$ cat config.mk
export PLATFORM = sky130hd
export DESIGN_NAME = adcsq_top
export DESIGN_NICKNAME = d
export VERILOG_FILES = /design/src/logic/adcsq_pkg.sv /design/src/logic/adcsq_clkdiv.sv /design/src/logic/adcsq_top.sv
export SDC_FILE = /design/constraint.sdc
export NUM_CORES = 1
export LEC_CHECK = 0
export ABC_AREA = 0
export BUFFER_PORTS_ARGS = -buffer_cell sky130_fd_sc_hd__buf_2
export CAP_MARGIN = 20
export CORE_MARGIN = 4
export CORE_UTILIZATION = 45
export CTS_BUF_LIST = sky130_fd_sc_hd__clkbuf_16
export DETAILED_ROUTE_END_ITERATION = 8
export GPL_ROUTABILITY_DRIVEN = 0
export PLACE_DENSITY = 0.76
export SKIP_LAST_GASP = 1
export SYNTH_ARGS = -nofsm -noshare
export SYNTH_HDL_FRONTEND = slang
export SYNTH_HIERARCHICAL = 1
export SYNTH_SLANG_ARGS = --single-unit
$ cat constraint.sdc
create_clock -name i_clk -period 2.4 [get_ports i_clk]
set_clock_uncertainty 0.05 [all_clocks]
set_input_delay 0.12 -clock i_clk [delete_from_list [all_inputs] [get_ports i_clk]]
set_output_delay 0.12 -clock i_clk [all_outputs]
set_load 0.01 [all_outputs]
$ cat src/logic/adcsq_pkg.sv
// Package for the converter sequencer: register map, field layout and timing.
// Assumes a single 100 MHz bus clock and AXI4-Lite register access.
package adcsq_pkg;
	// ****************************************
	// Register map
	// ****************************************
	localparam logic [3:0] ADCSQ_OFF_CTRL = 4'h0;
	localparam logic [3:0] ADCSQ_OFF_RESULT = 4'h4;
	localparam logic [3:0] ADCSQ_OFF_CLKCFG = 4'h8;
	// ****************************************
	// Fields of the control and status register
	// ****************************************
	localparam int ADCSQ_BIT_DONE = 7;
	localparam int ADCSQ_BIT_IRQ_EN = 6;
	localparam int ADCSQ_BIT_CONT = 5;
	localparam int ADCSQ_SEL_MSB = 4;
	localparam logic [4:0] ADCSQ_SEL_RST = 5'h1F;
	localparam logic [4:0] ADCSQ_SEL_EXT_MAX = 5'h07;
	localparam logic [4:0] ADCSQ_SEL_REFH = 5'h1D;
	localparam logic [4:0] ADCSQ_SEL_REFL = 5'h1E;
	localparam logic [4:0] ADCSQ_SEL_OFF = 5'h1F;
	// ****************************************
	// Fields of the clock configuration register
	// ****************************************
	localparam int ADCSQ_BIT_CLKSRC = 4;
	localparam int ADCSQ_DIV_MSB = 7;
	localparam int ADCSQ_DIV_LSB = 5;
	localparam logic [7:0] ADCSQ_CLKCFG_RST = 8'h00;
	// ****************************************
	// Timing and bus response codes
	// ****************************************
	localparam logic [4:0] ADCSQ_CONV_CYCLES = 5'h10;
	localparam logic [1:0] ADCSQ_RESP_OKAY = 2'h0;
	localparam logic [1:0] ADCSQ_RESP_SLVERR = 2'h2;
endpackage : adcsq_pkg

$ cat src/logic/adcsq_clkdiv.sv
// Converter clock enable: picks the source tick and divides it by 1..16.
// Assumes the oscillator tick is a one-cycle pulse already in the bus domain.
`timescale 1ns/1ps
module adcsq_clkdiv
	import adcsq_pkg::*;
(
	// Clock and reset
	input wire logic i_clk,
	input wire logic i_reset_n,
	// Configuration and oscillator tick
	input wire logic i_src_bus,
	input wire logic [2:0] i_div,
	input wire logic i_osc_tick,
	// Converter tick
	output logic o_tick
);
	logic [3:0] cnt_reg;
	logic [3:0] limit;
	logic src_tick;

	// [RULE_17] source select
	assign src_tick = i_src_bus ? 1'b1 : i_osc_tick;
	// [RULE_16] divide ratio decode
	assign limit = i_div[2] ? 4'hF : (i_div[1] ? (i_div[0] ? 4'h7 : 4'h3) : {3'h0, i_div[0]});
	assign o_tick = src_tick && (cnt_reg >= limit);

	// Divider counter, restarts on each output tick
	always_ff @(posedge i_clk or negedge i_reset_n) begin
		if (!i_reset_n) begin
			cnt_reg <= 4'h0;
		end else if (o_tick) begin
			cnt_reg <= 4'h0;
		end else if (src_tick) begin
			cnt_reg <= cnt_reg + 4'h1;
		end
	end
endmodule : adcsq_clkdiv

$ cat src/logic/adcsq_top.sv
// Converter sequencer: control/status, result and clock registers on AXI4-Lite,
// single and continuous conversion sequencing around an external SAR core.
// Assumes the analog core returns a result at its done strobe, stop mode and
// the oscillator tick come from the same clock domain.
// Notes on behaviour
// [RULE_01] Done flag sets per conversion, irq off
// [RULE_02] Flag holds until result read; reset clears
// [RULE_03] Irq enabled: flag never set, reads 0
// [RULE_04] Software writes 0 to flag bit
// [RULE_05] Irq enabled: request at each conversion end
// [RULE_06] Request cleared by result read or control write
// [RULE_07] Reset clears irq enable and continuous mode
// [RULE_08] Continuous mode converts back to back
// [RULE_09] Single mode: one conversion per write
// [RULE_10] Five-bit selector, codes 0-7 external inputs
// [RULE_11] Codes 1D/1E route reference high/low
// [RULE_12] All-ones selector powers converter down
// [RULE_13] First result after power-up needs discarding
// [RULE_14] Reserved selector codes give undefined result
// [RULE_15] One 8-bit result register, updated each conversion
// [RULE_16] Prescaler divides by 1,2,4,8,16
// [RULE_17] Source select: 1 bus clock, 0 oscillator
// [RULE_18] Software aims converter clock near 1 MHz
// [RULE_19] Conversion starts on write, 16-17 ticks
// [RULE_20] Software discards interrupted conversion data
// [RULE_21] Stop mode aborts; resumes after leaving stop
// [RULE_22] Selected pin forced input, reads zero
// [RULE_23] Control write restarts conversion with new settings
//
// The register addresses and the AXI4-Lite interface to the registers were decided locally.
`timescale 1ns/1ps
module adcsq_top
	import adcsq_pkg::*;
(
	// Clock and reset
	input wire logic i_clk,
	input wire logic i_reset_n,
	// AXI4-Lite write address and data
	input wire logic i_awvalid,
	output logic o_awready,
	input wire logic [3:0] i_awaddr,
	input wire logic i_wvalid,
	output logic o_wready,
	input wire logic [31:0] i_wdata,
	input wire logic [3:0] i_wstrb,
	// AXI4-Lite write response
	output logic o_bvalid,
	input wire logic i_bready,
	output logic [1:0] o_bresp,
	// AXI4-Lite read
	input wire logic i_arvalid,
	output logic o_arready,
	input wire logic [3:0] i_araddr,
	output logic o_rvalid,
	input wire logic i_rready,
	output logic [31:0] o_rdata,
	output logic [1:0] o_rresp,
	// System
	input wire logic i_osc_tick,
	input wire logic i_stop_mode,
	// Analog core
	output logic o_sample,
	output logic o_core_tick,
	output logic [4:0] o_input_select,
	output logic o_ref_high_sel,
	output logic o_ref_low_sel,
	output logic o_power_down,
	input wire logic [7:0] i_core_result,
	// Port override and interrupt
	output logic [7:0] o_pin_override,
	output logic o_irq
);
	typedef enum logic [2:0] {
		ADCSQ_IDLE = 3'b001,
		ADCSQ_CONV = 3'b010,
		ADCSQ_HALT = 3'b100
	} adcsq_state_t;

	adcsq_state_t state_reg, state_next;
	logic conv_done_flag_reg, conv_irq_en_reg, continuous_conv_sel_reg;
	logic [4:0] input_select_field_reg;
	logic [7:0] conv_result_reg, adc_clk_cfg_reg;
	logic irq_reg;
	logic [4:0] tick_cnt_reg;
	logic [3:0] aw_addr_reg, ar_addr_reg;
	logic aw_held_reg, w_held_reg;
	logic [31:0] w_data_reg;
	logic [3:0] w_strb_reg;
	logic bvalid_reg, rvalid_reg;
	logic [1:0] bresp_reg, rresp_reg;
	logic [31:0] rdata_reg;
	logic tick, wr_fire, rd_fire, ctrl_wr, clk_wr, result_rd, conv_end, start;
	logic aw_hs, w_hs, ar_hs, wr_map, rd_map;
	logic [3:0] wr_addr;
	logic [31:0] wr_data;
	logic [31:0] rd_word;
	logic [7:0] ctrl_read;

	// ****************************************
	// AXI4-Lite slave
	// ****************************************
	// Address and data held separately so either may come first
	assign o_awready = !aw_held_reg && !bvalid_reg;
	assign o_wready = !w_held_reg && !bvalid_reg;
	assign aw_hs = i_awvalid && o_awready;
	assign w_hs = i_wvalid && o_wready;
	assign wr_addr = aw_held_reg ? aw_addr_reg : i_awaddr;
	assign wr_data = w_held_reg ? w_data_reg : i_wdata;
	assign wr_fire = (aw_held_reg || aw_hs) && (w_held_reg || w_hs);
	assign wr_map = (wr_addr == ADCSQ_OFF_CTRL) || (wr_addr == ADCSQ_OFF_RESULT)
		|| (wr_addr == ADCSQ_OFF_CLKCFG);
	assign ctrl_wr = wr_fire && (wr_addr == ADCSQ_OFF_CTRL)
		&& (w_held_reg ? w_strb_reg[0] : i_wstrb[0]);
	assign clk_wr = wr_fire && (wr_addr == ADCSQ_OFF_CLKCFG)
		&& (w_held_reg ? w_strb_reg[0] : i_wstrb[0]);
	assign o_arready = !rvalid_reg;
	assign ar_hs = i_arvalid && o_arready;
	assign rd_map = (i_araddr == ADCSQ_OFF_CTRL) || (i_araddr == ADCSQ_OFF_RESULT)
		|| (i_araddr == ADCSQ_OFF_CLKCFG);
	assign rd_fire = ar_hs;
	assign result_rd = rd_fire && (i_araddr == ADCSQ_OFF_RESULT);
	// [RULE_03] flag masked when irq enabled
	assign ctrl_read = {conv_done_flag_reg && !conv_irq_en_reg, conv_irq_en_reg,
		continuous_conv_sel_reg, input_select_field_reg};
	assign rd_word = (i_araddr == ADCSQ_OFF_CTRL) ? {24'h0, ctrl_read} :
		(i_araddr == ADCSQ_OFF_RESULT) ? {24'h0, conv_result_reg} :
		(i_araddr == ADCSQ_OFF_CLKCFG) ? {24'h0, adc_clk_cfg_reg} : 32'h0;
	assign o_bvalid = bvalid_reg;
	assign o_bresp = bresp_reg;
	assign o_rvalid = rvalid_reg;
	assign o_rdata = rdata_reg;
	assign o_rresp = rresp_reg;

	// Write channel holding and response
	always_ff @(posedge i_clk or negedge i_reset_n) begin
		if (!i_reset_n) begin
			aw_held_reg <= 1'b0;
			w_held_reg <= 1'b0;
			aw_addr_reg <= 4'h0;
			w_data_reg <= 32'h0;
			w_strb_reg <= 4'h0;
			bvalid_reg <= 1'b0;
			bresp_reg <= ADCSQ_RESP_OKAY;
		end else begin
			if (wr_fire) begin
				aw_held_reg <= 1'b0;
				w_held_reg <= 1'b0;
				bvalid_reg <= 1'b1;
				bresp_reg <= wr_map ? ADCSQ_RESP_OKAY : ADCSQ_RESP_SLVERR;
			end else begin
				if (aw_hs) begin
					aw_held_reg <= 1'b1;
					aw_addr_reg <= i_awaddr;
				end
				if (w_hs) begin
					w_held_reg <= 1'b1;
					w_data_reg <= i_wdata;
					w_strb_reg <= i_wstrb;
				end
				if (bvalid_reg && i_bready) begin
					bvalid_reg <= 1'b0;
				end
			end
		end
	end

	// Read response
	always_ff @(posedge i_clk or negedge i_reset_n) begin
		if (!i_reset_n) begin
			rvalid_reg <= 1'b0;
			rdata_reg <= 32'h0;
			rresp_reg <= ADCSQ_RESP_OKAY;
		end else if (rd_fire) begin
			rvalid_reg <= 1'b1;
			rdata_reg <= rd_word;
			rresp_reg <= rd_map ? ADCSQ_RESP_OKAY : ADCSQ_RESP_SLVERR;
		end else if (rvalid_reg && i_rready) begin
			rvalid_reg <= 1'b0;
		end
	end

	// ****************************************
	// Registers
	// ****************************************
	// Done bit of written data is ignored; it is read-only
	always_ff @(posedge i_clk or negedge i_reset_n) begin
		if (!i_reset_n) begin
			// [RULE_07] reset to single mode, irq off
			conv_irq_en_reg <= 1'b0;
			continuous_conv_sel_reg <= 1'b0;
			input_select_field_reg <= ADCSQ_SEL_RST;
			adc_clk_cfg_reg <= ADCSQ_CLKCFG_RST;
		end else begin
			if (ctrl_wr) begin
				conv_irq_en_reg <= wr_data[ADCSQ_BIT_IRQ_EN];
				continuous_conv_sel_reg <= wr_data[ADCSQ_BIT_CONT];
				input_select_field_reg <= wr_data[ADCSQ_SEL_MSB:0];
			end
			if (clk_wr) begin
				adc_clk_cfg_reg <= {wr_data[ADCSQ_DIV_MSB:ADCSQ_DIV_LSB],
					wr_data[ADCSQ_BIT_CLKSRC], 4'h0};
			end
		end
	end

	// [RULE_01] [RULE_02] done flag; set wins over read clear
	always_ff @(posedge i_clk or negedge i_reset_n) begin
		if (!i_reset_n) begin
			conv_done_flag_reg <= 1'b0;
		end else if (conv_end && !conv_irq_en_reg) begin
			conv_done_flag_reg <= 1'b1;
		end else if (result_rd || conv_irq_en_reg) begin
			conv_done_flag_reg <= 1'b0;
		end
	end

	// [RULE_05] [RULE_06] interrupt request; a new end wins over clear
	always_ff @(posedge i_clk or negedge i_reset_n) begin
		if (!i_reset_n) begin
			irq_reg <= 1'b0;
		end else if (conv_end && conv_irq_en_reg) begin
			irq_reg <= 1'b1;
		end else if (result_rd || ctrl_wr) begin
			irq_reg <= 1'b0;
		end
	end
	assign o_irq = irq_reg;

	// [RULE_15] result captured at each conversion end
	always_ff @(posedge i_clk or negedge i_reset_n) begin
		if (!i_reset_n) begin
			conv_result_reg <= 8'h00;
		end else if (conv_end) begin
			conv_result_reg <= i_core_result;
		end
	end

	// ****************************************
	// Converter clock
	// ****************************************
	adcsq_clkdiv u_clkdiv (
		.i_clk(i_clk),
		.i_reset_n(i_reset_n),
		.i_src_bus(adc_clk_cfg_reg[ADCSQ_BIT_CLKSRC]),
		.i_div(adc_clk_cfg_reg[ADCSQ_DIV_MSB:ADCSQ_DIV_LSB]),
		.i_osc_tick(i_osc_tick),
		.o_tick(tick)
	);
	assign o_core_tick = tick && (state_reg == ADCSQ_CONV);

	// ****************************************
	// Sequencer
	// ****************************************
	// [RULE_19] a conversion is 16 converter ticks
	assign conv_end = (state_reg == ADCSQ_CONV) && tick && (tick_cnt_reg == ADCSQ_CONV_CYCLES - 5'h1)
		&& !ctrl_wr && !i_stop_mode;
	// [RULE_09] [RULE_23] each control write (re)starts unless the new selector is all-ones
	assign start = ctrl_wr && (wr_data[ADCSQ_SEL_MSB:0] != ADCSQ_SEL_OFF);
	assign o_sample = (state_reg == ADCSQ_CONV) && (tick_cnt_reg == 5'h0) && tick;

	// Next state; stop mode wins over everything
	always_comb begin
		state_next = state_reg;
		case (state_reg)
			ADCSQ_IDLE: begin
				if (start && !i_stop_mode) begin
					state_next = ADCSQ_CONV;
				end
			end
			ADCSQ_CONV: begin
				// [RULE_21] stop aborts pending conversion
				if (i_stop_mode) begin
					state_next = ADCSQ_HALT;
				end else if (ctrl_wr) begin
					state_next = start ? ADCSQ_CONV : ADCSQ_IDLE;
				// [RULE_08] continuous mode goes again
				end else if (conv_end && !continuous_conv_sel_reg) begin
					state_next = ADCSQ_IDLE;
				end
			end
			ADCSQ_HALT: begin
				// Resume with a fresh conversion after stop
				if (!i_stop_mode) begin
					state_next = ADCSQ_CONV;
				end
			end
			default: begin
				state_next = ADCSQ_IDLE;
			end
		endcase
	end

	// State and tick counter
	always_ff @(posedge i_clk or negedge i_reset_n) begin
		if (!i_reset_n) begin
			state_reg <= ADCSQ_IDLE;
			tick_cnt_reg <= 5'h0;
		end else begin
			state_reg <= state_next;
			if (ctrl_wr || state_reg != ADCSQ_CONV || conv_end || i_stop_mode) begin
				tick_cnt_reg <= 5'h0;
			end else if (tick) begin
				tick_cnt_reg <= tick_cnt_reg + 5'h1;
			end
		end
	end

	// ****************************************
	// Analog routing
	// ****************************************
	// [RULE_10] [RULE_14] selector passed through; reserved codes give no defined value
	assign o_input_select = input_select_field_reg;
	// [RULE_11] reference self-check routing
	assign o_ref_high_sel = (input_select_field_reg == ADCSQ_SEL_REFH);
	assign o_ref_low_sel = (input_select_field_reg == ADCSQ_SEL_REFL);
	// [RULE_12] all-ones powers down; [RULE_13] first result after leaves is unsettled
	assign o_power_down = (input_select_field_reg == ADCSQ_SEL_OFF) || i_stop_mode;

	// [RULE_22] selected port pin forced to input
	genvar g;
	generate
		for (g = 0; g < 8; g++) begin : g_pin
			assign o_pin_override[g] = (input_select_field_reg == 5'(g));
		end
	endgenerate

	// ****************************************
	// Checks
	// ****************************************
	property p_flag_irq_off;
		@(posedge i_clk) disable iff (!i_reset_n)
		(conv_end && !conv_irq_en_reg) |=> conv_done_flag_reg;
	endproperty
	a_flag_irq_off: assert property (p_flag_irq_off) else $error("done flag not set"); // [RULE_01]

	property p_flag_hold;
		@(posedge i_clk) disable iff (!i_reset_n)
		(conv_done_flag_reg && !result_rd && !conv_irq_en_reg) |=> conv_done_flag_reg;
	endproperty
	a_flag_hold: assert property (p_flag_hold) else $error("done flag dropped"); // [RULE_02]

	property p_flag_masked;
		@(posedge i_clk) disable iff (!i_reset_n)
		(rd_fire && (i_araddr == ADCSQ_OFF_CTRL) && conv_irq_en_reg) |=> !o_rdata[ADCSQ_BIT_DONE];
	endproperty
	a_flag_masked: assert property (p_flag_masked) else $error("flag read 1 with irq"); // [RULE_03]

	property p_irq_set;
		@(posedge i_clk) disable iff (!i_reset_n)
		(conv_end && conv_irq_en_reg) |=> o_irq;
	endproperty
	a_irq_set: assert property (p_irq_set) else $error("irq not raised"); // [RULE_05]

	property p_irq_clear;
		@(posedge i_clk) disable iff (!i_reset_n)
		((result_rd || ctrl_wr) && !conv_end) |=> !o_irq;
	endproperty
	a_irq_clear: assert property (p_irq_clear) else $error("irq not cleared"); // [RULE_06]

	property p_cont;
		@(posedge i_clk) disable iff (!i_reset_n)
		(conv_end && continuous_conv_sel_reg && !i_stop_mode) |=> state_reg == ADCSQ_CONV;
	endproperty
	a_cont: assert property (p_cont) else $error("continuous stopped"); // [RULE_08]

	property p_single;
		@(posedge i_clk) disable iff (!i_reset_n)
		(conv_end && !continuous_conv_sel_reg) |=> state_reg == ADCSQ_IDLE;
	endproperty
	a_single: assert property (p_single) else $error("single mode kept going"); // [RULE_09]

	property p_result;
		@(posedge i_clk) disable iff (!i_reset_n)
		conv_end |=> conv_result_reg == $past(i_core_result);
	endproperty
	a_result: assert property (p_result) else $error("result not captured"); // [RULE_15]

	property p_stop;
		@(posedge i_clk) disable iff (!i_reset_n)
		i_stop_mode |=> state_reg != ADCSQ_CONV;
	endproperty
	a_stop: assert property (p_stop) else $error("converting in stop"); // [RULE_21]

	property p_restart;
		@(posedge i_clk) disable iff (!i_reset_n)
		(start && !i_stop_mode) |=> (state_reg == ADCSQ_CONV) && tick_cnt_reg == 5'h0;
	endproperty
	a_restart: assert property (p_restart) else $error("no restart on write"); // [RULE_23]
endmodule : adcsq_top

### Word level (Yosys, flattened, before mapping)

Index checks and enable logic that the tools add are counted.

| word-level totals | value |
|---|---|
| input bits | 61 |
| bits in registers | 86 |
| output and inout bits | 60 |
| word-level logic and storage cells | 143 |

| cells by class | value |
|---|---|
| $lt $le $gt $ge | 1 |
| reductions and logical operators | 61 |
| equality and inequality tests | 23 |
| muxes and demuxes | 35 |
| $add $sub $neg | 2 |
| bitwise operators | 1 |

Operator list:

| kind | number |
|---|---|
| $mux W8 | 4 |
| $logic_and A1 B1 Y1 | 26 |
| $eq A5 B3 Y1 const B | 4 |
| $mux W4 | 5 |
| $mux W3 | 6 |
| $reduce_bool A2 Y1 | 8 |
| $eq A5 B5 Y1 const B | 3 |
| $mux W1 | 14 |
| $logic_or A1 B1 Y1 | 12 |
| $eq A5 B2 Y1 const B | 2 |
| $logic_not A5 Y1 | 2 |
| $mux W5 | 2 |
| $pmux W3 S3 | 1 |
| $eq A4 B3 Y1 const B | 2 |
| $eq A4 B4 Y1 const B | 2 |
| $logic_not A1 Y1 | 8 |
| $logic_not A4 Y1 | 2 |
| $mux W2 | 3 |
| $add A5 B1 Y5 const B | 1 |
| $eq A5 B1 Y1 const B | 1 |
| $eq A5 B4 Y1 const B | 1 |
| $ne A5 B5 Y1 const B | 1 |
| $add A4 B1 Y4 const B | 1 |
| $ge A4 B4 Y1 | 1 |
| other kinds (9) | 11 |

### Logic depth before layout (Yosys ltp)

Gate-level depths: netlist of run 1.

| depth | value |
|---|---|
| depth after elaboration | 15 |
| gate-level depth with buffers | 10 |
| depth with buffers taken out | 9 |

### By module

Netlist of run 1, hierarchy kept.

By module, submodules not included:

| module | area an instance (µm²) | seq. area each (µm²) | cells each | times used |
|---|---|---|---|---|
| adcsq_top | 3089.2 | 1408.9 | 288 | 1 |
| adcsq_clkdiv | 320.3 | 100.1 | 37 | 1 |

### Least setup slack after synthesis of run 1

Ideal clock, no wire load.

| timing path | value |
|---|---|
| path type | register to register |
| start | register adc_clk_cfg_reg[5] |
| end | register conv_result_reg[0] |
| setup time | 125 ps |
| data arrival time | 2467 ps |
| required time | 2225 ps |
| stages on the path, launching flop included | 10 |
| buffers on the path | 1 |
| setup slack | -242 ps |
| period minus slack after synthesis | 2642 ps |
| cell sequence | dfrtp_1 > or3_1 > ha_1 > nor3b_2 > o21ai_2 > and2_1 > clkbuf_1 > nand3_1 > a21oi_4 > mux2_4 |

| on the way | value |
|---|---|
| cells in the longest elaborated chain, start to end | 9 |

Ends and longest elaborated chain:

| item | line | RTL |
|---|---|---|
| start: declaration | adcsq_top.sv:82 | `logic [7:0] conv_result_reg, adc_clk_cfg_reg;` |
| start signal: assignment | adcsq_top.sv:200 | `adc_clk_cfg_reg <= {wr_data[ADCSQ_DIV_MSB:ADCSQ_DIV_LSB],` |
| $mux W3 | adcsq_clkdiv.sv:24 | `assign limit = i_div[2] ? 4'hF : (i_div[1] ? (i_div[0] ? 4'h7 : 4'h3) : {3'h0, i_div[0]});` |
| $mux W4 (*) (2 in series) | adcsq_clkdiv.sv:24 |  |
| $ge A4 B4 Y1 (*) | adcsq_clkdiv.sv:25 | `assign o_tick = src_tick && (cnt_reg >= limit);` |
| $logic_and A1 B1 Y1 (*) | adcsq_clkdiv.sv:25 |  |
| named net tick | adcsq_top.sv:92 | `logic tick, wr_fire, rd_fire, ctrl_wr, clk_wr, result_rd, conv_end, start;` |
| $logic_and A1 B1 Y1 (*) (2 in series) | adcsq_top.sv:255 | `assign conv_end = (state_reg == ADCSQ_CONV) && tick && (tick_cnt_reg == ADCSQ_CONV_CYCLES - 5'h1)` |
| $logic_and A1 B1 Y1 (*) (2 in series) | adcsq_top.sv:256 | `&& !ctrl_wr && !i_stop_mode;` |
| end signal: assignment | adcsq_top.sv:234 | `conv_result_reg <= i_core_result;` |
| end: declaration | adcsq_top.sv:82 |  |

The timed path passes the listed nets; every way through them passes the cells marked *.
A chain may end at the register's enable or synchronous reset.

### Worst setup path after layout of run 1

| timing path | value |
|---|---|
| start | register adc_clk_cfg_reg[6] |
| end | output port o_sample |

| on the way | value |
|---|---|
| cells in the longest elaborated chain, start to end | 5 |

Ends and longest elaborated chain:

| item | line | RTL |
|---|---|---|
| $mux W4 (2 in series) | adcsq_clkdiv.sv:24 |  |
| $ge A4 B4 Y1 | adcsq_clkdiv.sv:25 |  |
| $logic_and A1 B1 Y1 | adcsq_clkdiv.sv:25 |  |
| named net tick | adcsq_top.sv:92 |  |
| $logic_and A1 B1 Y1 | adcsq_top.sv:259 | `assign o_sample = (state_reg == ADCSQ_CONV) && (tick_cnt_reg == 5'h0) && tick;` |
| end: declaration | adcsq_top.sv:62 | `output logic o_sample,` |

The timed path passes the listed nets, and every way through them passes these cells.

==> impl_metrics.tcl, run 1 <==
set metrics [dict create \
    fp.coreArea_mm2 0.00729 \
    start_util_pct 46.8 \
    ir_drop_mv 0.755 \
    grt_pass1_vias 2776 \
    cts_tree "built" \
    routedWlPerCell_um 15.0 \
    grt_pass1_wl_mm 13.0 \
    place_area_mm2 0.00387 \
    drtPass1Iterations 4 \
    endpoint_kind "output pin" \
    gr-usage-met3_pct 5.60 \
    cts.clk_slew.worst_paths_ps 50 \
    slew_violations 0 \
    ios 121 \
    synth_edf_count 0 \
    drc 0 \
    ys_seq_area_share_pct 44.3 \
    cts_inserted_buffers 9 \
    port_buffers 67 \
    ys.flop_type "dfrtp_1" \
    clock_latency_ps 320 \
    final_cell_area_mm2 0.00449 \
    rsz0062_at_grt "true" \
    hold_viol 0 \
    ctsHtreeMaxLevel 3 \
    criticalPathCategory "register to output pin" \
    crit_fanout 2 \
    powerDensity_mw_per_mm2 1070 \
    top_usage_layer "met2" \
    cts_root_buffer "clkbuf_16" \
    status "finished, violations left" \
    dp_hpwl_mm 5.70 \
    combPwrFrac_pct 35.1 \
    drt_iter0_drc 112 \
    max_freq_mhz 403 \
    ys_seq_elements 60 \
    clock-sinks 60 \
    antenna_left 0 \
    hold_class "input pin to register" \
    final.setup.worst_slack_ps -79.1 \
    use_met2_pct 31.6 \
    syn_area_mm2 0.00341 \
    met1_usage_pct 22.7 \
    vias 2783 \
    fin_crit_sh_pct 103 \
    stdcell_count 535 \
    start_kind "register" \
    worstMarginPinSlew_ps 651 \
    setup_viol 9 \
    grt_overflow 0 \
    rows 31 \
    place_inst 496 \
    switching_power_mw 1.62 \
    final_layout_size_suffix_gt1_share_pct 31.0 \
    drt-total-wl_mm 8.01 \
    async_flop_share_pct 100 \
    power_frac_seq_pct 33.8 \
    nets 500 \
    required_ps 2230 \
    violations "negative setup slack" \
    fp.dieW_um 95.0 \
    max_cap_violations 0 \
    syn_avg_cell_area_um2 10.5 \
    diodes 0 \
    cts.path.max_buffers 2 \
    internal-power_mw 3.17 \
    syn_inst 325 \
    viasPerCell 5.20 \
    grt_antenna_before_repair 0 \
    grt_max_degree 35 \
    ys.warnings.count 6 \
    syn_to_final_growth_pct 31.8 \
    slew_headroom_pct 56.6 \
    fill_cells 583 \
    pwr-share-clk_pct 31.1 \
    yosysUniqueCellTypes 54 \
    worstPathArrival_ps 2310 \
    min_period_ps 2480 \
    swShare_pct 33.8 \
    p_leak_nw 2.16 \
    grt_util_all_layers_pct 18.6 \
    die_h_um 95.0 \
    dieArea_mm2 0.00903 \
]
-- layout by cell type (no fill, tap or decap), types with 5 or more instances in the layout --
| master | count |
|---|---|
| a21oi_1 | 10 |
| o21ai_0 | 7 |
| o21ai_1 | 14 |
| mux2_4 | 10 |
| dlygate4sd3_1 | 21 |
| mux2i_1 | 12 |
| a22o_1 | 5 |
| inv_1 | 11 |
| conb_1 | 26 |
| buf_2 | 67 |
| nand2_1 | 26 |
| nor2_1 | 13 |
| mux2_1 | 20 |
| dfrtp_1 | 54 |
| nand3_1 | 5 |
| a22oi_1 | 5 |
| dfstp_2 | 6 |
| nor3_1 | 7 |
| clkbuf_16 | 9 |
| ha_1 | 7 |
| and3_1 | 9 |
| buf_4 | 13 |
| nor2b_1 | 8 |
-- kinds of logic (layout without fill, tap and decap cells) --
family / count (synthesis) / after routing / share of synthesized area (%)
compound gates: 64 / 64 / 12.5
mux: 43 / 43 / 14.9
other cells: 1 / 26 / 0.110
xor+xnor: 2 / 2 / 0.514
fa+ha+maj: 8 / 8 / 2.94
simple gates: 100 / 100 / 16.2
flops: 60 / 60 / 44.3
buf+inv: 47 / 133 / 8.59
-- metrics by stage --
stage	hold WS, ps	worst slack [ps]	util (%)	power (mW)	setup TNS, ps
final	6.38	-79.1	61.6	4.79	-312
after global routing	4.86	-167	61.6	5.09	-1250
after CTS	0.759	-62.7	61.4	4.77	-62.7
after detailed placement	130	-15.0	53.1	3.11	-15.0
after global placement	128	88.5	53.1	3.01	0
after floorplan	-226	-32.9	-	2.59	-263
-- power by group through the flow --
stage | Combinational [mW] | Sequential [mW] | Clock, mW
6_report | 1.68 | 1.62 | 1.49
5_1_grt | 1.85 | 1.67 | 1.56
3_5_place_dp | 1.48 | 1.63 | 0
3_3_place_gp | 1.40 | 1.60 | 0
2_1_floorplan | 1.03 | 1.56 | 0
4_1_cts | 1.64 | 1.62 | 1.51
-- critical path, cell delays in order (launching register included) --
cell     delay, ps
dfrtp_1        370
or3_4          410
ha_4           240
nor3b_4        190
o21ai_2         90
and2_4         170
buf_6          110
and2_4         120
and4_1         140
buf_2          130
-- final timing paths --
path / start / end / depth (start not counted) / slack [ps]
max: adc_clk_cfg_reg[6] / o_sample / 9 / -80
min: i_wdata[1] / w_data_reg[1] / 2 / 6
max reg2reg: adc_clk_cfg_reg[6] / conv_result_reg[2] / 10 / -40
min reg2reg: o_rdata[1] / o_rdata[1] / 2 / 430
max in group asynchronous: i_reset_n / o_input_select[3] / 3 / 1320
min in group asynchronous: i_reset_n / w_data_reg[1] / 2 / 310
-- layer usage --
layer | part of all wire, % | routed length [um] | vias to the layer above
li1 | - | - | 1325
met1 | 41 | 3270 | 1350
met2 | 52 | 4130 | 93
met3 | 6.0 | 477 | 15
met4 | 1.7 | 136 | 0
met5 | 0 | 0 | -
-- final cells by class --
cell class	count	area [um2]	area share, %
clock inverter	7	124	2.76
sequential	60	1510	33.6
multi-input combinational	243	1760	39.2
inverter	12	45.0	1.00
clock buffer	9	225	5.01
timing repair buffer	105	706	15.7
tap	99	124	2.76
-- cell usage after synthesis (7+ instances only) --
master	instances	area (um2)
and3_1	9	56.3
o21ai_0	7	35.0
nor3_1	7	35.0
inv_1	11	41.3
mux2i_1	12	120
nor2b_1	8	50.1
mux2_1	20	225
mux2_4	10	150
o21ai_1	14	70.1
buf_4	27	203
a21oi_1	10	50.1
ha_1	8	100
nor2_1	13	48.8
dfrtp_1	54	1350
nand2_1	26	97.6
-- repair_timing --
action / 4_1_cts / 5_1_grt
buffers inserted: 2 / 0
pin swaps: 5 / 0
hold buffers: 21 / 0
resized for setup: 7 / 3
setup endpoints to repair: 8 / 15
endpoints found under the hold margin: 45 / 0
Note: power is estimated with default switching activity, not from simulation.
==> run 2, diff against run 1 <==
- ABC_AREA: 0 -> 1
==> run 2 against run 1 <==
Compared with the run above:
- non-clock buffer count fell by 19
- combinational power fell by 2%
- largest cell class is now registers
- count of clock-buffer cells in the layout did not move
- worst hold slack improved by 13 ps
- critical endpoint is now o_core_tick
- area after synthesis rose by 0.26%
- power fell by 9.8%
- routed wire length fell by 6.3%
- final area fell by 7.3%
- largest power group unchanged
- the flow now finishes without violations
- sequential power fell by 3%
- via count rose by 4.0%
- global-route usage fell by 1.1 points
- setup slack improved by 200 ps
==> impl_metrics.tcl, run 2 <==
set metrics [dict create \
    holdCritStartpoint "i_core_result[2]" \
    fin_crit_sh_pct 94.8 \
    syn_area_mm2 0.00342 \
    yosys-top-cells-area "dfrtp_1 (40%), nand2_1 (9.9%), inv_1 (7.1%)" \
    status "finished clean" \
    switching_power_mw 1.69 \
    fp.dieW_um 95.2 \
    ctsHtreeMaxLevel 3 \
    powerDensity_mw_per_mm2 1040 \
    ys.flop_type "dfrtp_1" \
    layout.cells.most_common_list "nand2_1 (88), buf_2 (67), inv_1 (64)" \
    holdWs_ps 19.6 \
    vias 2894 \
    r2r_start "adc_clk_cfg_reg[7]" \
    final.setup.worst_slack_ps 126 \
    hold_class "input pin to register" \
    detail_route.wirelength.met1_mm 3.30 \
    yosysMostFrequentCell "nand2_1" \
    antenna_left 0 \
    drtPass1Iterations 6 \
    yosysUniqueCellTypes 38 \
    viasPerCell 4.71 \
    p_leak_nw 2.24 \
    final_cell_area_mm2 0.00417 \
    fin_tns_setup_ps 0 \
    stdcell_count 615 \
    yosysTopAreaCellShare_pct 39.5 \
    worstPathArrival_ps 2100 \
    synth_edf_count 0 \
    swShare_pct 39.2 \
    clock-sinks 60 \
    place_area_mm2 0.00374 \
    crit_start "adc_clk_cfg_reg[7]" \
    combPwrFrac_pct 38.0 \
    ys.warnings.count 6 \
    synth_commonest_cells "nand2_1 (90), inv_1 (65), dfrtp_1 (54), nor2_1 (40), o21ai_0 (27)" \
    wl_met3_um 454 \
    endpoint_kind "output pin" \
    drt_iter0_drc 143 \
    start_kind "register" \
    top_layer "met4" \
    min_period_ps 2270 \
    grt_pass1_wl_mm 12.3 \
    grt_overflow 0 \
    rows 31 \
    grt_antenna_before_repair 0 \
    dp_hpwl_mm 5.69 \
    required_ps 2230 \
    worstRegToRegCells 16 \
    pre_cts_slack_ps 86.9 \
    drc 0 \
    cp_slowest_cell "dfrtp_1" \
    syn_avg_cell_area_um2 8.12 \
    final_layout_size_suffix_gt1_share_pct 26.7 \
    syn_to_final_growth_pct 21.9 \
    worstMarginPinSlew_ps 519 \
    grt_util_all_layers_pct 17.5 \
    cts_inserted_buffers 9 \
    start_util_pct 46.6 \
    nets 580 \
    path_cells "nor2_2, nand2_1, ha_1, inv_1, nand2_1, nand2_1, nand2_1, nand2_2, nand2_2, nand2_1, inv_2, buf_6, inv_2, nor2_1, buf_2" \
    port_buffers 67 \
    cts_root_buffer "clkbuf_16" \
    async_flop_share_pct 100 \
    cts.clk_slew.worst_paths_ps 50 \
    cts_tree "built" \
    place_inst 584 \
    rr_endpoint "conv_result_reg[4]" \
    die_h_um 95.2 \
    multiInputGateArea_mm2 0.00150 \
    setup_viol 0 \
    max_freq_mhz 440 \
    ys_seq_elements 60 \
    cpPeakStageDelay_ps 390 \
    layout_commonest_cell "nand2_1" \
    synth_top_cell_by_area "dfrtp_1" \
    routedWlPerCell_um 12.2 \
    criticalPathCategory "register to output pin" \
    internal-power_mw 2.63 \
    grt_max_degree 24 \
    slew_headroom_pct 65.3 \
    diodes 0 \
    max_cap_violations 0 \
    fill_cells 671 \
    whs_path_depth 3 \
    hold_viol 0 \
    r2r_setup_slack_ps 210 \
    cp_common_cell "nand2_1" \
    power_frac_seq_pct 36.4 \
    regArea_mm2 0.00151 \
    crit_fanout 6 \
    ios 121 \
    clock_latency_ps 320 \
    ir_drop_mv 0.560 \
    wl_met2_mm 3.57 \
    drt-total-wl_mm 7.51 \
    syn_inst 421 \
    worstHoldEndpoint "conv_result_reg[2]" \
    grt_pass1_vias 2667 \
    dieArea_mm2 0.00905 \
    pwr-share-clk_pct 25.6 \
    ys_seq_area_share_pct 44.1 \
    fp.coreArea_mm2 0.00733 \
    cts.path.max_buffers 2 \
    slew_violations 0 \
]
run 2: changes by cell type in the layout (fill, tap and decap cells not counted), moves of 15 or more:
cell,change
nand3_1,+15
nor2_1,+26
inv_1,+53
mux2_1,-20
o21ai_0,+20
nand2_1,+62
run 2: timing repair:
action                                  4_1_cts  5_1_grt
buffers inserted                              3        0
endpoints found under the hold margin        26        0
hold buffers                                 12        0
gates resized for setup                       2        6
pin swaps                                     2        0
endpoints found under the setup margin        2        2
run 2: through the flow:
step / util (%) / total power [mW]
CTS: 56.6 / 4.30
global route: 56.8 / 4.67
global placement: 51.1 / 3.03
detailed placement: 51.1 / 3.11
finish: 56.8 / 4.32
floorplan: - / 2.66
run 2: worst max path at each step:
stage	slack, ps	endpoint	depth (start not counted)
after floorplan	280	conv_result_reg[4]	16
after global placement	210	conv_result_reg[5]	16
after detailed placement	90	conv_result_reg[7]	16
after CTS	20	o_sample	15
after global routing	-4	o_sample	15
final	130	o_core_tick	15
run 2: logic make-up after synthesis:
logic type	Yosys count	share of synthesized area [%]
xor+xnor	2	0.513
other cells	1	0.110
simple gates	173	23.0
buf+inv	100	15.1
compound gates	74	13.2
fa+ha+maj	8	2.93
flops	60	44.1
mux	3	0.988
run 2: per-layer routing:
metal	global-route usage, %	vias up
met4	7.21	0
met1	22.5	1323
met3	4.34	17
met2	28.3	90
li1	-	1464
met5	0	-
run 2: critical path: cells and delay by family, from the launching register on:
kind | cells | cell delay [ps]
and+or+nand+nor | 9 | 630
buffers and inverters | 5 | 480
DFF | 1 | 390
adders and majority gates | 1 | 280
run 2: layout make-up:
type	instances	share of cell area, %
flip-flops and latches	60	36.2
repair buffers	86	12.3
inverters	68	6.22
multi-input cells	286	36.1
clock inverters	7	0.841
clock buffers	9	5.41
well taps	99	2.97
run 2: power groups by stage:
stage,combinational [mW],clock (mW),sequential [mW]
CTS,1.59,1.14,1.57
global placement,1.47,0,1.57
global route,1.87,1.19,1.61
detailed placement,1.52,0,1.59
finish,1.64,1.11,1.57
floorplan,1.12,0,1.55
==> run 3, diff against run 2 <==
- HOLD_SLACK_MARGIN: not set -> 0.02
==> run 3 against run 2 <==
Compared with the run above:
- global-route usage about the same
- largest cell class unchanged
- routed wire length down 0.13%
- clock power about the same
- first-iteration DRC count down 7.7%
- register-to-register slack about the same
- largest power group unchanged
- non-clock buffer count up 1
- power about the same
- final cell count up 0.16%
- worst hold slack better by 9.3 ps
==> impl_metrics.tcl, run 3 (synthesis gave the netlist of run 2 again) <==
set metrics [dict create \
    criticalPathCategory "register to output pin" \
    p_leak_nw 2.24 \
    syn_to_final_growth_pct 22.2 \
    fin_crit_sh_pct 94.6 \
    hold_class "input pin to register" \
    grt_pass1_wl_mm 12.3 \
    place_area_mm2 0.00374 \
    rows 31 \
    diodes 0 \
    grt_overflow 0 \
    fill_cells 670 \
    dp_hpwl_mm 5.69 \
    grt_antenna_before_repair 0 \
    start_util_pct 46.6 \
    fp.dieW_um 95.2 \
    endpoint_kind "output pin" \
    max_cap_violations 0 \
    fin_tns_setup_ps 0 \
    routedWlPerCell_um 12.2 \
    regArea_mm2 0.00151 \
    cpPeakStageDelay_ps 390 \
    cp_slowest_cell "dfrtp_1" \
    cts_tree "built" \
    max_freq_mhz 440 \
    clock-sinks 60 \
    crit_fanout 6 \
    start_kind "register" \
    vias 2906 \
    holdCritStartpoint "i_wdata[6]" \
    drc 0 \
    path_cells "nor2_2, nand2_1, ha_1, inv_1, nand2_1, nand2_1, nand2_1, nand2_2, nand2_2, nand2_1, inv_2, buf_6, inv_2, nor2_1, buf_2" \
    cp_common_cell "nand2_1" \
    critPathBufInv 5 \
    powerDensity_mw_per_mm2 1030 \
    drtPass1Iterations 5 \
    nets 581 \
    final_cell_area_mm2 0.00418 \
    holdWs_ps 28.9 \
    viasPerCell 4.72 \
    grt_util_all_layers_pct 17.6 \
    layout.cells.most_common_list "nand2_1 (88), buf_2 (67), inv_1 (64)" \
    worstMarginPinSlew_ps 528 \
    antenna_left 0 \
    slew_violations 0 \
    cts_inserted_buffers 9 \
    drt-total-wl_mm 7.50 \
    ctsHtreeMaxLevel 3 \
    post-route-util_pct 57.0 \
    multiInputGateArea_mm2 0.00150 \
    min_period_ps 2270 \
    crit_start "adc_clk_cfg_reg[7]" \
    dieArea_mm2 0.00905 \
    slew_headroom_pct 64.8 \
    worstPathArrival_ps 2100 \
    fp.coreArea_mm2 0.00733 \
    ios 121 \
    layout_commonest_cell "nand2_1" \
    cts.clk_slew.worst_paths_ps 50 \
    grt_pass1_vias 2679 \
    status "finished clean" \
    cts.path.max_buffers 2 \
    final_layout_size_suffix_gt1_share_pct 26.7 \
    required_ps 2230 \
    r2r_start "adc_clk_cfg_reg[7]" \
    grt_max_degree 24 \
    cts_root_buffer "clkbuf_16" \
    drt_iter0_drc 132 \
    die_h_um 95.2 \
    ir_drop_mv 0.559 \
    port_buffers 67 \
    hold_viol 0 \
    setup_viol 0 \
    critPathTopFamily "simple AND/OR/NAND/NOR gates" \
    clock_latency_ps 320 \
]
-- run 3: cell count changes in the layout (fill, tap and decap cells not counted), sizes merged --
cell	previous run	this run
dlygate4sd3	12	13
-- run 3: where the power goes --
group | internal (mW) | leakage [nW] | switching, mW
clock | 0.680 | 0.134 | 0.424
sequential | 1.33 | 0.742 | 0.241
combinational | 0.618 | 1.36 | 1.02
total | 2.63 | 2.24 | 1.69
-- run 3: worst reg2reg max path: stages, from the launching register on --
cell     delay (ps)
dfrtp_1         390
nor2_2          120
nand2_1          60
ha_1            280
inv_1            40
nand2_1          50
nand2_1          40
nand2_1          60
nand2_2          70
nand2_2          80
nand2_1          80
inv_2            70
nand2_1          40
inv_1           120
nand3_4         250
nor2_1          210
a21oi_2          40
-- run 3: final cells by class --
| cell class | count | share of cell area (%) |
|---|---|---|
| clock buffer | 9 | 5.39 |
| clock inverter | 7 | 0.839 |
| inverter | 68 | 6.20 |
| multi-input combinational | 286 | 36.0 |
| sequential | 60 | 36.1 |
| tap | 99 | 2.97 |
| timing repair buffer | 87 | 12.5 |
-- run 3: through the flow --
step	cells	setup WS [ps]	total power, mW
final	616	129	4.32
after global routing	616	-3.76	4.67
after CTS	616	18.0	4.30
after detailed placement	584	86.9	3.11
after global placement	584	208	3.03
after floorplan	446	284	2.66
-- run 3: what timing repair did --
| action | CTS | global route |
|---|---|---|
| buffers inserted | 3 | 0 |
| hold buffers | 13 | 0 |
| pin swaps | 2 | 0 |
| hold endpoints to repair | 27 | 0 |
| setup endpoints to repair | 2 | 2 |
| gates resized for setup | 2 | 6 |
-- run 3: final timing paths --
path	endpoint	slack, ps	cells past startpoint
setup / recovery	o_core_tick	130	15
hold / removal	w_data_reg[6]	30	3
setup reg to reg	conv_result_reg[4]	220	16
hold reg to reg	o_rresp[1]	430	2
max in group asynchronous	conv_result_reg[2]	1340	3
min in group asynchronous	u_clkdiv/cnt_reg[2]	260	2
-- run 3: layer usage --
metal / wire length [um] / track usage, %
met1: 3210 / 22.5
met2: 3640 / 28.4
met3: 470 / 4.34
met5: 0 / 0
met4: 178 / 7.21
